`src/core/irq_prio_pkg.sv`:
```
// Constants for the six interrupt priority control registers.
// Assumes a plain strobe register port, 16-bit data, word indices 1 to 6.
package irq_prio_pkg;
    localparam int ADDR_W = 4;
    localparam int DATA_W = 16;
    localparam int PRIO_W = 3;
    localparam int NUM_REGS = 6;
    localparam int NUM_SRC = 22;
    // Register indices (word addresses on the register port)
    localparam logic [3:0] IRQ_PRIORITY_CTRL_1_IDX = 4'h1;
    localparam logic [3:0] IRQ_PRIORITY_CTRL_6_IDX = 4'h6;
    // Field low bit positions
    localparam int FLD3_LSB = 12;
    localparam int FLD2_LSB = 8;
    localparam int FLD1_LSB = 4;
    localparam int FLD0_LSB = 0;
    // Priority codes
    localparam logic [2:0] PRIO_RESET = 3'h4;
    localparam logic [2:0] PRIO_OFF = 3'h0;
    localparam logic [2:0] PRIO_LOWEST = 3'h1;
    localparam logic [2:0] PRIO_HIGHEST = 3'h7;
    // Implemented bits and reset values of each register, index 0 = register one
    localparam logic [15:0] MASK_FULL = 16'h7777;
    localparam logic [15:0] MASK_REG3 = 16'h0777;
    localparam logic [15:0] MASK_REG4 = 16'h7077;
    localparam logic [15:0] RESET_FULL = 16'h4444;
    localparam logic [15:0] RESET_REG3 = 16'h0444;
    localparam logic [15:0] RESET_REG4 = 16'h4044;
endpackage : irq_prio_pkg

```
`src/core/irq_priority_regs.sv`:
```
// Six priority control registers feeding interrupt arbitration.
// Assumes a same-clock register master: one-cycle strobes, read data next cycle.
//
// Notes on behaviour
// - Three-bit field, code 111 is level seven
// - Code 001 is level one, lowest enabled
// - Code 000 disables the source entirely
// - Unassigned bits ignore writes, read zero
// - Every field resets to code 100
// - Register one: timer2, outcmp2, incap2, dma0
// - Register two: uart1 rx, spi1 event/error, timer3
// - Register three: dma1, adc1, uart1 tx only
// - Register four: change notify, i2c1 master, slave
// - Register five: incap8, incap7, adc2, ext irq1
// - Register six: timer4, outcmp4, outcmp3, dma2
module irq_priority_regs (
    // Clock and reset
    input wire logic clk,
    input wire logic rst_n,
    // Register port
    input wire logic [3:0] reg_addr,
    input wire logic [15:0] reg_wdata,
    input wire logic reg_wr,
    input wire logic reg_rd,
    output logic [15:0] reg_rdata,
    // Per-source priorities toward arbitration
    output logic [2:0] timer2_prio,
    output logic [2:0] outcmp2_prio,
    output logic [2:0] incap2_prio,
    output logic [2:0] dma_ch0_done_prio,
    output logic [2:0] uart1_rx_prio,
    output logic [2:0] spi1_event_prio,
    output logic [2:0] spi1_error_prio,
    output logic [2:0] timer3_prio,
    output logic [2:0] dma_ch1_done_prio,
    output logic [2:0] adc1_done_prio,
    output logic [2:0] uart1_tx_prio,
    output logic [2:0] change_notify_prio,
    output logic [2:0] i2c1_master_prio,
    output logic [2:0] i2c1_slave_prio,
    output logic [2:0] incap8_prio,
    output logic [2:0] incap7_prio,
    output logic [2:0] adc2_done_prio,
    output logic [2:0] ext_irq1_prio,
    output logic [2:0] timer4_prio,
    output logic [2:0] outcmp4_prio,
    output logic [2:0] outcmp3_prio,
    output logic [2:0] dma_ch2_done_prio,
    // Source enabled (priority code not zero), one per source in field order
    output logic [21:0] src_enabled
);

    ////////////////////////////////////////////////////////////////////////////
    // Per-register masks and reset values

    function automatic logic [15:0] impl_mask(input int idx);
        case (idx)
            2: impl_mask = irq_prio_pkg::MASK_REG3;
            3: impl_mask = irq_prio_pkg::MASK_REG4;
            default: impl_mask = irq_prio_pkg::MASK_FULL;
        endcase
    endfunction : impl_mask

    function automatic logic [15:0] reset_val(input int idx);
        case (idx)
            2: reset_val = irq_prio_pkg::RESET_REG3;
            3: reset_val = irq_prio_pkg::RESET_REG4;
            default: reset_val = irq_prio_pkg::RESET_FULL;
        endcase
    endfunction : reset_val

    // Register index 1..6 maps to storage slot 0..5
    function automatic logic addr_hit(input logic [3:0] addr, input int idx);
        addr_hit = (addr == 4'(irq_prio_pkg::IRQ_PRIORITY_CTRL_1_IDX + 4'(idx)));
    endfunction : addr_hit

    ////////////////////////////////////////////////////////////////////////////
    // Storage

    logic [15:0] prio_reg_ff [irq_prio_pkg::NUM_REGS];

    always_ff @(posedge clk or negedge rst_n) begin
        if (!rst_n) begin
            prio_reg_ff[0] <= irq_prio_pkg::RESET_FULL;
            prio_reg_ff[1] <= irq_prio_pkg::RESET_FULL;
            prio_reg_ff[2] <= irq_prio_pkg::RESET_REG3;
            prio_reg_ff[3] <= irq_prio_pkg::RESET_REG4;
            prio_reg_ff[4] <= irq_prio_pkg::RESET_FULL;
            prio_reg_ff[5] <= irq_prio_pkg::RESET_FULL;
        end else begin
            for (int i = 0; i < irq_prio_pkg::NUM_REGS; i++) begin
                if (reg_wr && addr_hit(reg_addr, i)) begin
                    // Masking on write keeps unimplemented bits at zero forever
                    prio_reg_ff[i] <= reg_wdata & impl_mask(i);
                end
            end
        end
    end

    ////////////////////////////////////////////////////////////////////////////
    // Read path: unmapped indices and idle cycles return zero

    logic [15:0] nxt_rdata;

    always_comb begin
        nxt_rdata = '0;
        if (reg_rd) begin
            for (int i = 0; i < irq_prio_pkg::NUM_REGS; i++) begin
                if (addr_hit(reg_addr, i)) begin
                    nxt_rdata = prio_reg_ff[i];
                end
            end
        end
    end

    always_ff @(posedge clk or negedge rst_n) begin
        if (!rst_n) begin
            reg_rdata <= '0;
        end else begin
            reg_rdata <= nxt_rdata;
        end
    end

    ////////////////////////////////////////////////////////////////////////////
    // Priority outputs, registered copies of the fields

    logic [2:0] nxt_prio [irq_prio_pkg::NUM_SRC];
    logic [2:0] prio_out_ff [irq_prio_pkg::NUM_SRC];

    function automatic logic [2:0] fld(input logic [15:0] r, input int lsb);
        fld = r[lsb +: irq_prio_pkg::PRIO_W];
    endfunction : fld

    always_comb begin
        nxt_prio[0] = fld(prio_reg_ff[0], irq_prio_pkg::FLD3_LSB);
        nxt_prio[1] = fld(prio_reg_ff[0], irq_prio_pkg::FLD2_LSB);
        nxt_prio[2] = fld(prio_reg_ff[0], irq_prio_pkg::FLD1_LSB);
        nxt_prio[3] = fld(prio_reg_ff[0], irq_prio_pkg::FLD0_LSB);
        nxt_prio[4] = fld(prio_reg_ff[1], irq_prio_pkg::FLD3_LSB);
        nxt_prio[5] = fld(prio_reg_ff[1], irq_prio_pkg::FLD2_LSB);
        nxt_prio[6] = fld(prio_reg_ff[1], irq_prio_pkg::FLD1_LSB);
        nxt_prio[7] = fld(prio_reg_ff[1], irq_prio_pkg::FLD0_LSB);
        nxt_prio[8] = fld(prio_reg_ff[2], irq_prio_pkg::FLD2_LSB);
        nxt_prio[9] = fld(prio_reg_ff[2], irq_prio_pkg::FLD1_LSB);
        nxt_prio[10] = fld(prio_reg_ff[2], irq_prio_pkg::FLD0_LSB);
        nxt_prio[11] = fld(prio_reg_ff[3], irq_prio_pkg::FLD3_LSB);
        nxt_prio[12] = fld(prio_reg_ff[3], irq_prio_pkg::FLD1_LSB);
        nxt_prio[13] = fld(prio_reg_ff[3], irq_prio_pkg::FLD0_LSB);
        nxt_prio[14] = fld(prio_reg_ff[4], irq_prio_pkg::FLD3_LSB);
        nxt_prio[15] = fld(prio_reg_ff[4], irq_prio_pkg::FLD2_LSB);
        nxt_prio[16] = fld(prio_reg_ff[4], irq_prio_pkg::FLD1_LSB);
        nxt_prio[17] = fld(prio_reg_ff[4], irq_prio_pkg::FLD0_LSB);
        nxt_prio[18] = fld(prio_reg_ff[5], irq_prio_pkg::FLD3_LSB);
        nxt_prio[19] = fld(prio_reg_ff[5], irq_prio_pkg::FLD2_LSB);
        nxt_prio[20] = fld(prio_reg_ff[5], irq_prio_pkg::FLD1_LSB);
        nxt_prio[21] = fld(prio_reg_ff[5], irq_prio_pkg::FLD0_LSB);
    end

    // Code equals level directly: 1 lowest, 7 highest, 0 off
    always_ff @(posedge clk or negedge rst_n) begin
        if (!rst_n) begin
            for (int s = 0; s < irq_prio_pkg::NUM_SRC; s++) begin
                prio_out_ff[s] <= irq_prio_pkg::PRIO_RESET;
                src_enabled[s] <= 1'b1;
            end
        end else begin
            for (int s = 0; s < irq_prio_pkg::NUM_SRC; s++) begin
                prio_out_ff[s] <= nxt_prio[s];
                src_enabled[s] <= (nxt_prio[s] != irq_prio_pkg::PRIO_OFF);
            end
        end
    end

    assign timer2_prio = prio_out_ff[0];
    assign outcmp2_prio = prio_out_ff[1];
    assign incap2_prio = prio_out_ff[2];
    assign dma_ch0_done_prio = prio_out_ff[3];
    assign uart1_rx_prio = prio_out_ff[4];
    assign spi1_event_prio = prio_out_ff[5];
    assign spi1_error_prio = prio_out_ff[6];
    assign timer3_prio = prio_out_ff[7];
    assign dma_ch1_done_prio = prio_out_ff[8];
    assign adc1_done_prio = prio_out_ff[9];
    assign uart1_tx_prio = prio_out_ff[10];
    assign change_notify_prio = prio_out_ff[11];
    assign i2c1_master_prio = prio_out_ff[12];
    assign i2c1_slave_prio = prio_out_ff[13];
    assign incap8_prio = prio_out_ff[14];
    assign incap7_prio = prio_out_ff[15];
    assign adc2_done_prio = prio_out_ff[16];
    assign ext_irq1_prio = prio_out_ff[17];
    assign timer4_prio = prio_out_ff[18];
    assign outcmp4_prio = prio_out_ff[19];
    assign outcmp3_prio = prio_out_ff[20];
    assign dma_ch2_done_prio = prio_out_ff[21];

    ////////////////////////////////////////////////////////////////////////////
    // Checks

    unimpl_bits_a: assert property (@(posedge clk) disable iff (!rst_n)
        reg_rd && addr_hit(reg_addr, 2) |=> reg_rdata[15:11] == 5'h00)
        else $error("register three upper bits not zero");

    unimpl_reg4_a: assert property (@(posedge clk) disable iff (!rst_n)
        reg_rd && addr_hit(reg_addr, 3) |=> reg_rdata[11:7] == 5'h00 && reg_rdata[3] == 1'b0)
        else $error("register four gap bits not zero");

    write_effect_a: assert property (@(posedge clk) disable iff (!rst_n)
        reg_wr && addr_hit(reg_addr, 0) |=> prio_reg_ff[0] == ($past(reg_wdata) & irq_prio_pkg::MASK_FULL))
        else $error("register one write not stored");

    readback_a: assert property (@(posedge clk) disable iff (!rst_n)
        reg_wr && addr_hit(reg_addr, 5) ##1 reg_rd && addr_hit(reg_addr, 5) && !reg_wr
        |=> reg_rdata == ($past(reg_wdata, 2) & irq_prio_pkg::MASK_FULL))
        else $error("register six readback mismatch");

    // Unmapped indices must never leak a stored word
    unmapped_read_a: assert property (@(posedge clk) disable iff (!rst_n)
        reg_rd && (reg_addr < irq_prio_pkg::IRQ_PRIORITY_CTRL_1_IDX || reg_addr > irq_prio_pkg::IRQ_PRIORITY_CTRL_6_IDX)
        |=> reg_rdata == '0)
        else $error("unmapped read not zero");

    idle_read_a: assert property (@(posedge clk) disable iff (!rst_n)
        !reg_rd |=> reg_rdata == '0)
        else $error("read data outside its cycle");

    timer2_out_a: assert property (@(posedge clk) disable iff (!rst_n)
        reg_wr && addr_hit(reg_addr, 0) |=> ##1 timer2_prio == $past(reg_wdata[14:12], 2))
        else $error("timer2 priority not from bits 14-12");

    dma0_out_a: assert property (@(posedge clk) disable iff (!rst_n)
        reg_wr && addr_hit(reg_addr, 0) |=> ##1 dma_ch0_done_prio == $past(reg_wdata[2:0], 2))
        else $error("dma0 priority not from bits 2-0");

    outcmp2_out_a: assert property (@(posedge clk) disable iff (!rst_n)
        reg_wr && addr_hit(reg_addr, 0) |=> ##1 outcmp2_prio == $past(fld(reg_wdata, irq_prio_pkg::FLD2_LSB), 2))
        else $error("outcmp2 priority misplaced");

    incap2_out_a: assert property (@(posedge clk) disable iff (!rst_n)
        reg_wr && addr_hit(reg_addr, 0) |=> ##1 incap2_prio == $past(fld(reg_wdata, irq_prio_pkg::FLD1_LSB), 2))
        else $error("incap2 priority misplaced");

    spi1_event_out_a: assert property (@(posedge clk) disable iff (!rst_n)
        reg_wr && addr_hit(reg_addr, 1) |=> ##1 spi1_event_prio == $past(fld(reg_wdata, irq_prio_pkg::FLD2_LSB), 2))
        else $error("spi1 event priority misplaced");

    spi1_error_out_a: assert property (@(posedge clk) disable iff (!rst_n)
        reg_wr && addr_hit(reg_addr, 1) |=> ##1 spi1_error_prio == $past(fld(reg_wdata, irq_prio_pkg::FLD1_LSB), 2))
        else $error("spi1 error priority misplaced");

    timer3_out_a: assert property (@(posedge clk) disable iff (!rst_n)
        reg_wr && addr_hit(reg_addr, 1) |=> ##1 timer3_prio == $past(fld(reg_wdata, irq_prio_pkg::FLD0_LSB), 2))
        else $error("timer3 priority misplaced");

    adc1_out_a: assert property (@(posedge clk) disable iff (!rst_n)
        reg_wr && addr_hit(reg_addr, 2) |=> ##1 adc1_done_prio == $past(fld(reg_wdata, irq_prio_pkg::FLD1_LSB), 2))
        else $error("adc1 priority misplaced");

    uart1_tx_out_a: assert property (@(posedge clk) disable iff (!rst_n)
        reg_wr && addr_hit(reg_addr, 2) |=> ##1 uart1_tx_prio == $past(fld(reg_wdata, irq_prio_pkg::FLD0_LSB), 2))
        else $error("uart1 tx priority misplaced");

    i2c1_master_out_a: assert property (@(posedge clk) disable iff (!rst_n)
        reg_wr && addr_hit(reg_addr, 3) |=> ##1 i2c1_master_prio == $past(fld(reg_wdata, irq_prio_pkg::FLD1_LSB), 2))
        else $error("i2c1 master priority misplaced");

    incap8_out_a: assert property (@(posedge clk) disable iff (!rst_n)
        reg_wr && addr_hit(reg_addr, 4) |=> ##1 incap8_prio == $past(fld(reg_wdata, irq_prio_pkg::FLD3_LSB), 2))
        else $error("incap8 priority misplaced");

    ext_irq1_out_a: assert property (@(posedge clk) disable iff (!rst_n)
        reg_wr && addr_hit(reg_addr, 4) |=> ##1 ext_irq1_prio == $past(fld(reg_wdata, irq_prio_pkg::FLD0_LSB), 2))
        else $error("ext irq1 priority misplaced");

    timer4_out_a: assert property (@(posedge clk) disable iff (!rst_n)
        reg_wr && addr_hit(reg_addr, 5) |=> ##1 timer4_prio == $past(fld(reg_wdata, irq_prio_pkg::FLD3_LSB), 2))
        else $error("timer4 priority misplaced");

    uart1_rx_out_a: assert property (@(posedge clk) disable iff (!rst_n)
        reg_wr && addr_hit(reg_addr, 1) |=> ##1 uart1_rx_prio == $past(reg_wdata[14:12], 2))
        else $error("uart1 rx priority misplaced");

    dma1_out_a: assert property (@(posedge clk) disable iff (!rst_n)
        reg_wr && addr_hit(reg_addr, 2) |=> ##1 dma_ch1_done_prio == $past(reg_wdata[10:8], 2))
        else $error("dma1 priority misplaced");

    incap7_out_a: assert property (@(posedge clk) disable iff (!rst_n)
        reg_wr && addr_hit(reg_addr, 4) |=> ##1 incap7_prio == $past(reg_wdata[10:8], 2))
        else $error("incap7 priority misplaced");

    outcmp3_out_a: assert property (@(posedge clk) disable iff (!rst_n)
        reg_wr && addr_hit(reg_addr, 5) |=> ##1 outcmp3_prio == $past(reg_wdata[6:4], 2))
        else $error("outcmp3 priority misplaced");

    // Judged against the written word, not the output, so a stuck enable shows
    disable_src_a: assert property (@(posedge clk) disable iff (!rst_n)
        reg_wr && addr_hit(reg_addr, 0)
        |=> ##1 src_enabled[0] == ($past(fld(reg_wdata, irq_prio_pkg::FLD3_LSB), 2) != irq_prio_pkg::PRIO_OFF))
        else $error("source enable disagrees with code");

    highest_code_a: assert property (@(posedge clk) disable iff (!rst_n)
        reg_wr && addr_hit(reg_addr, 3) && reg_wdata[14:12] == 3'h7 |=> ##1 change_notify_prio == 3'h7)
        else $error("code 111 not level seven");

    lowest_code_a: assert property (@(posedge clk) disable iff (!rst_n)
        reg_wr && addr_hit(reg_addr, 3) && reg_wdata[2:0] == 3'h1 |=> ##1 i2c1_slave_prio == 3'h1 && src_enabled[13])
        else $error("code 001 not level one");

    linear_map_a: assert property (@(posedge clk) disable iff (!rst_n)
        reg_wr && addr_hit(reg_addr, 4) && reg_wdata[6:4] == 3'h5 |=> ##1 adc2_done_prio == 3'h5)
        else $error("middle code not mapped linearly");

    reset_value_a: assert property (@(posedge clk)
        $rose(rst_n) |-> prio_reg_ff[3] == irq_prio_pkg::RESET_REG4 && ext_irq1_prio == irq_prio_pkg::PRIO_RESET)
        else $error("reset value not 100 pattern");

endmodule : irq_priority_regs

```
`config.mk`:
```
export PLATFORM = sky130hd
export DESIGN_NAME = irq_priority_regs
export DESIGN_NICKNAME = d
export VERILOG_FILES = /design/src/core/irq_prio_pkg.sv /design/src/core/irq_priority_regs.sv
export SDC_FILE = /design/constraint.sdc
export NUM_CORES = 1
export LEC_CHECK = 0
export BUFFER_PORTS_ARGS = -buffer_cell sky130_fd_sc_hd__buf_4
export CORE_ASPECT_RATIO = 1.75
export CORE_MARGIN = 3
export CORE_UTILIZATION = 35
export CTS_CLUSTER_SIZE = 24
export DETAILED_ROUTE_END_ITERATION = 8
export GPL_TIMING_DRIVEN = 0
export PLACE_DENSITY = 0.6
export SYNTH_ARGS = -nofsm -noshare
export SYNTH_HDL_FRONTEND = slang
export SYNTH_SLANG_ARGS = --single-unit
export TNS_END_PERCENT = 20
```
`constraint.sdc`:
```
create_clock -name clk -period 2.45 [get_ports clk]
set_clock_uncertainty 0.2 [all_clocks]
set_input_delay 0 -clock clk [delete_from_list [all_inputs] [get_ports clk]]
set_output_delay 0 -clock clk [all_outputs]
set_load 0.02 [all_outputs]
```
==> results.sh <==
export IMPL_crit_chain="dlygate4sd3_1, buf_4, nand3b_2, dlygate4sd3_1, nor2_1, buf_2, mux2_2"
export IMPL_slowest_stage="dlygate4sd3_1"
export IMPL_crit_family="buffers and inverters"
export IMPL_dp_hpwl_um=10600
export IMPL_finalWirelength_um=14700
export IMPL_grt_pass1_vias=4082
export IMPL_critPathArrivalTime_ns=2.44
export IMPL_post_cts_buffers=0
export IMPL_final_common_cell="buf_4"
export IMPL_gp_congestion=0.771
export IMPL_globalRouteTotalUtil_pct=15.9
export IMPL_clock_root_buffer="clkbuf_16"
export IMPL_status="finished, final reports clean"
export IMPL_synthTopCellsByArea="dfrtp_1 42%, dfstp_2 29%, mux2_2 8.0%, mux2_1 3.7%, or3_1 2.5%"
export IMPL_finalNetCount=571
export IMPL_grt_overflow=0
export IMPL_mostFrequentLayoutCells="123 x buf_4, 100 x dfrtp_1, 66 x dfstp_2, 43 x mux2_2, 24 x or3_1"
export IMPL_crit_buf_inv=4
export IMPL_die_w_um=105
export IMPL_yosys_most_used_dff="dfrtp_1"
export IMPL_worstMarginPinSlew_ns=0.816
export IMPL_vias_per_cell=4.74
export IMPL_tns_ns=0
export IMPL_synth_area_per_cell_sq_um=15.7
export IMPL_yosys_cell_types_count=38
export IMPL_firstDrtPassIters=4
export IMPL_critPathCaptureType="flop"
export IMPL_drive_above_1_share_pct=52.3
export IMPL_finalSetupViolCount=0
export IMPL_cts_sinks=166
export IMPL_startpoint_type="primary input"
export IMPL_synth_edf_count=0
export IMPL_peakVddDrop_uv=507
export IMPL_max_freq_mhz=426
export IMPL_yosys_register_bits=166
export IMPL_start_util_pct=36.2
export IMPL_drv_slew=0
export IMPL_die_height_um=180
export IMPL_grt_pass1_wl_um=23000
export IMPL_syn_area_sq_um=6030
export IMPL_place_ws_ns=0.704
export IMPL_htreeDepth=4
export IMPL_fin_crit_sh_pct=95.8
export IMPL_yosysWarnings=0
export IMPL_p_per_area_nw_per_um2=1020
export IMPL_period_minus_slack_ns=2.35
export IMPL_cts_made_buffers=17
export IMPL_crit_path_max_fanout=10
export IMPL_leakage_nw=3.62
export IMPL_cts_tree="yes"
export IMPL_io_buffers=119
export IMPL_largest_register_ffs=66
export IMPL_grt_max_degree=96
export IMPL_postRouteAntennaNets=0
export IMPL_drc_errors=0
export IMPL_yosysTopAreaCell="dfrtp_1"
export IMPL_clockBufferDepth=2
export IMPL_max_cap_violations=0
export IMPL_r2r_cells=3
export IMPL_crit_path_frequent_cell="dlygate4sd3_1"
export IMPL_vias=3720
export IMPL_hold_path_class="primary input to async pin"
export IMPL_synth_top_cell_area_share_pct=41.5
export IMPL_dieArea_sq_um=18900
export IMPL_hold_viol=0
export IMPL_coreArea_sq_um=16700
export IMPL_drt_iter0_drc=69
export IMPL_worst_path_stages=7
export IMPL_relSlewSlack_pct=45.6
export IMPL_antenna_found_initial=0
export IMPL_cts_clk_slew_worst_paths_ns=0.06
export IMPL_io_pins=128
export IMPL_setup_slack_ns=0.103
export IMPL_required_ns=2.55
export IMPL_max_stage_delay_ns=0.57
export IMPL_core_rowCount=62
export IMPL_whs_ns=0.0299
export IMPL_diodes=0
export IMPL_synthArstFlopShare_pct=100
export IMPL_synthCells=383
export IMPL_critical_path_class="primary input to flop"
export IMPL_r2r_slack_ns=0.95
export IMPL_worstSkewPairLatency_ns=0.42
export IMPL_post_drt_wl_per_cell_um=18.7
export IMPL_ys_seq_area_share_pct=70.3
export IMPL_final_util_pct=48.2
export IMPL_grt_setup_unrepaired="false"
export IMPL_area_growth_pct=33.3
cell families after synthesis:
kind of cell	synth area share [%]
DFF	70.3
other	0.0622
AOI/OAI and AO/OA	5.44
buffers and inverters	1.95
muxes	14.0
and+or+nand+nor	8.28
metrics by stage:
stage,power [mW],instances,cell area [sq um]
after detailed placement,5.72,730,7250
after CTS,8.32,784,8040
after global routing,8.58,784,8040
final,8.22,784,8040
after global placement,5.66,729,7210
after floorplan,4.79,386,6040
layer usage:
metal | vias to the layer above | wire length (um) | GRT usage, %
li1 | 1709 | - | -
met1 | 1908 | 5410 | 17.4
met2 | 86 | 8420 | 29.6
met3 | 17 | 493 | 2.80
met4 | 0 | 327 | 7.20
met5 | - | 0 | 0
where the power goes:
part / leakage [nW] / internal [mW] / total, mW / switching (mW)
registers: 1.94 / 3.55 / 3.96 / 0.410
logic: 1.41 / 0.819 / 1.71 / 0.886
clock network: 0.271 / 1.48 / 2.56 / 1.08
final timing paths:
check                                         startpoint                            to
worst min register to register  nxt_prio[44]$_DFFE_PN1P_      timer3_prio[2]$_DFF_PN1_
worst min-delay path                               rst_n  spi1_event_prio[1]$_DFF_PN0_
min in group clk                nxt_prio[44]$_DFFE_PN1P_      timer3_prio[2]$_DFF_PN1_
max in group asynchronous                          rst_n    ext_irq1_prio[2]$_DFF_PN1_
worst max-delay path                         reg_addr[3]       nxt_prio[1]$_DFFE_PN0P_
worst max register to register  nxt_prio[41]$_DFFE_PN1P_       reg_rdata[10]$_DFF_PN0_
synth_stat cells (8+ instances only):
library cell and n:
a21oi_1 8, and3b_1 10, buf_2 13, dfrtp_1 100, dfstp_2 66, mux2_1 20, mux2_2 43, mux2_4 9
nor2b_1 8, o21ai_0 8, o221ai_1 9, or3_1 24
timing repair:
item,4_1_cts,5_1_grt
hold buffers,22,0
endpoints found under the hold margin,172,0
endpoints found under the setup margin,0,0
resized for setup,0,0
cell type report:
| class | count | area [sq um] |
|---|---|---|
| buffer | 21 | 114 |
| clock buffer | 21 | 470 |
| clock inverter | 11 | 101 |
| fill | 1475 | 8640 |
| inverter | 1 | 3.75 |
| multi-input combinational | 198 | 1690 |
| sequential | 166 | 4240 |
| tap | 224 | 280 |
| timing repair buffer | 142 | 1140 |
Power figures use the tool's default switching activity.
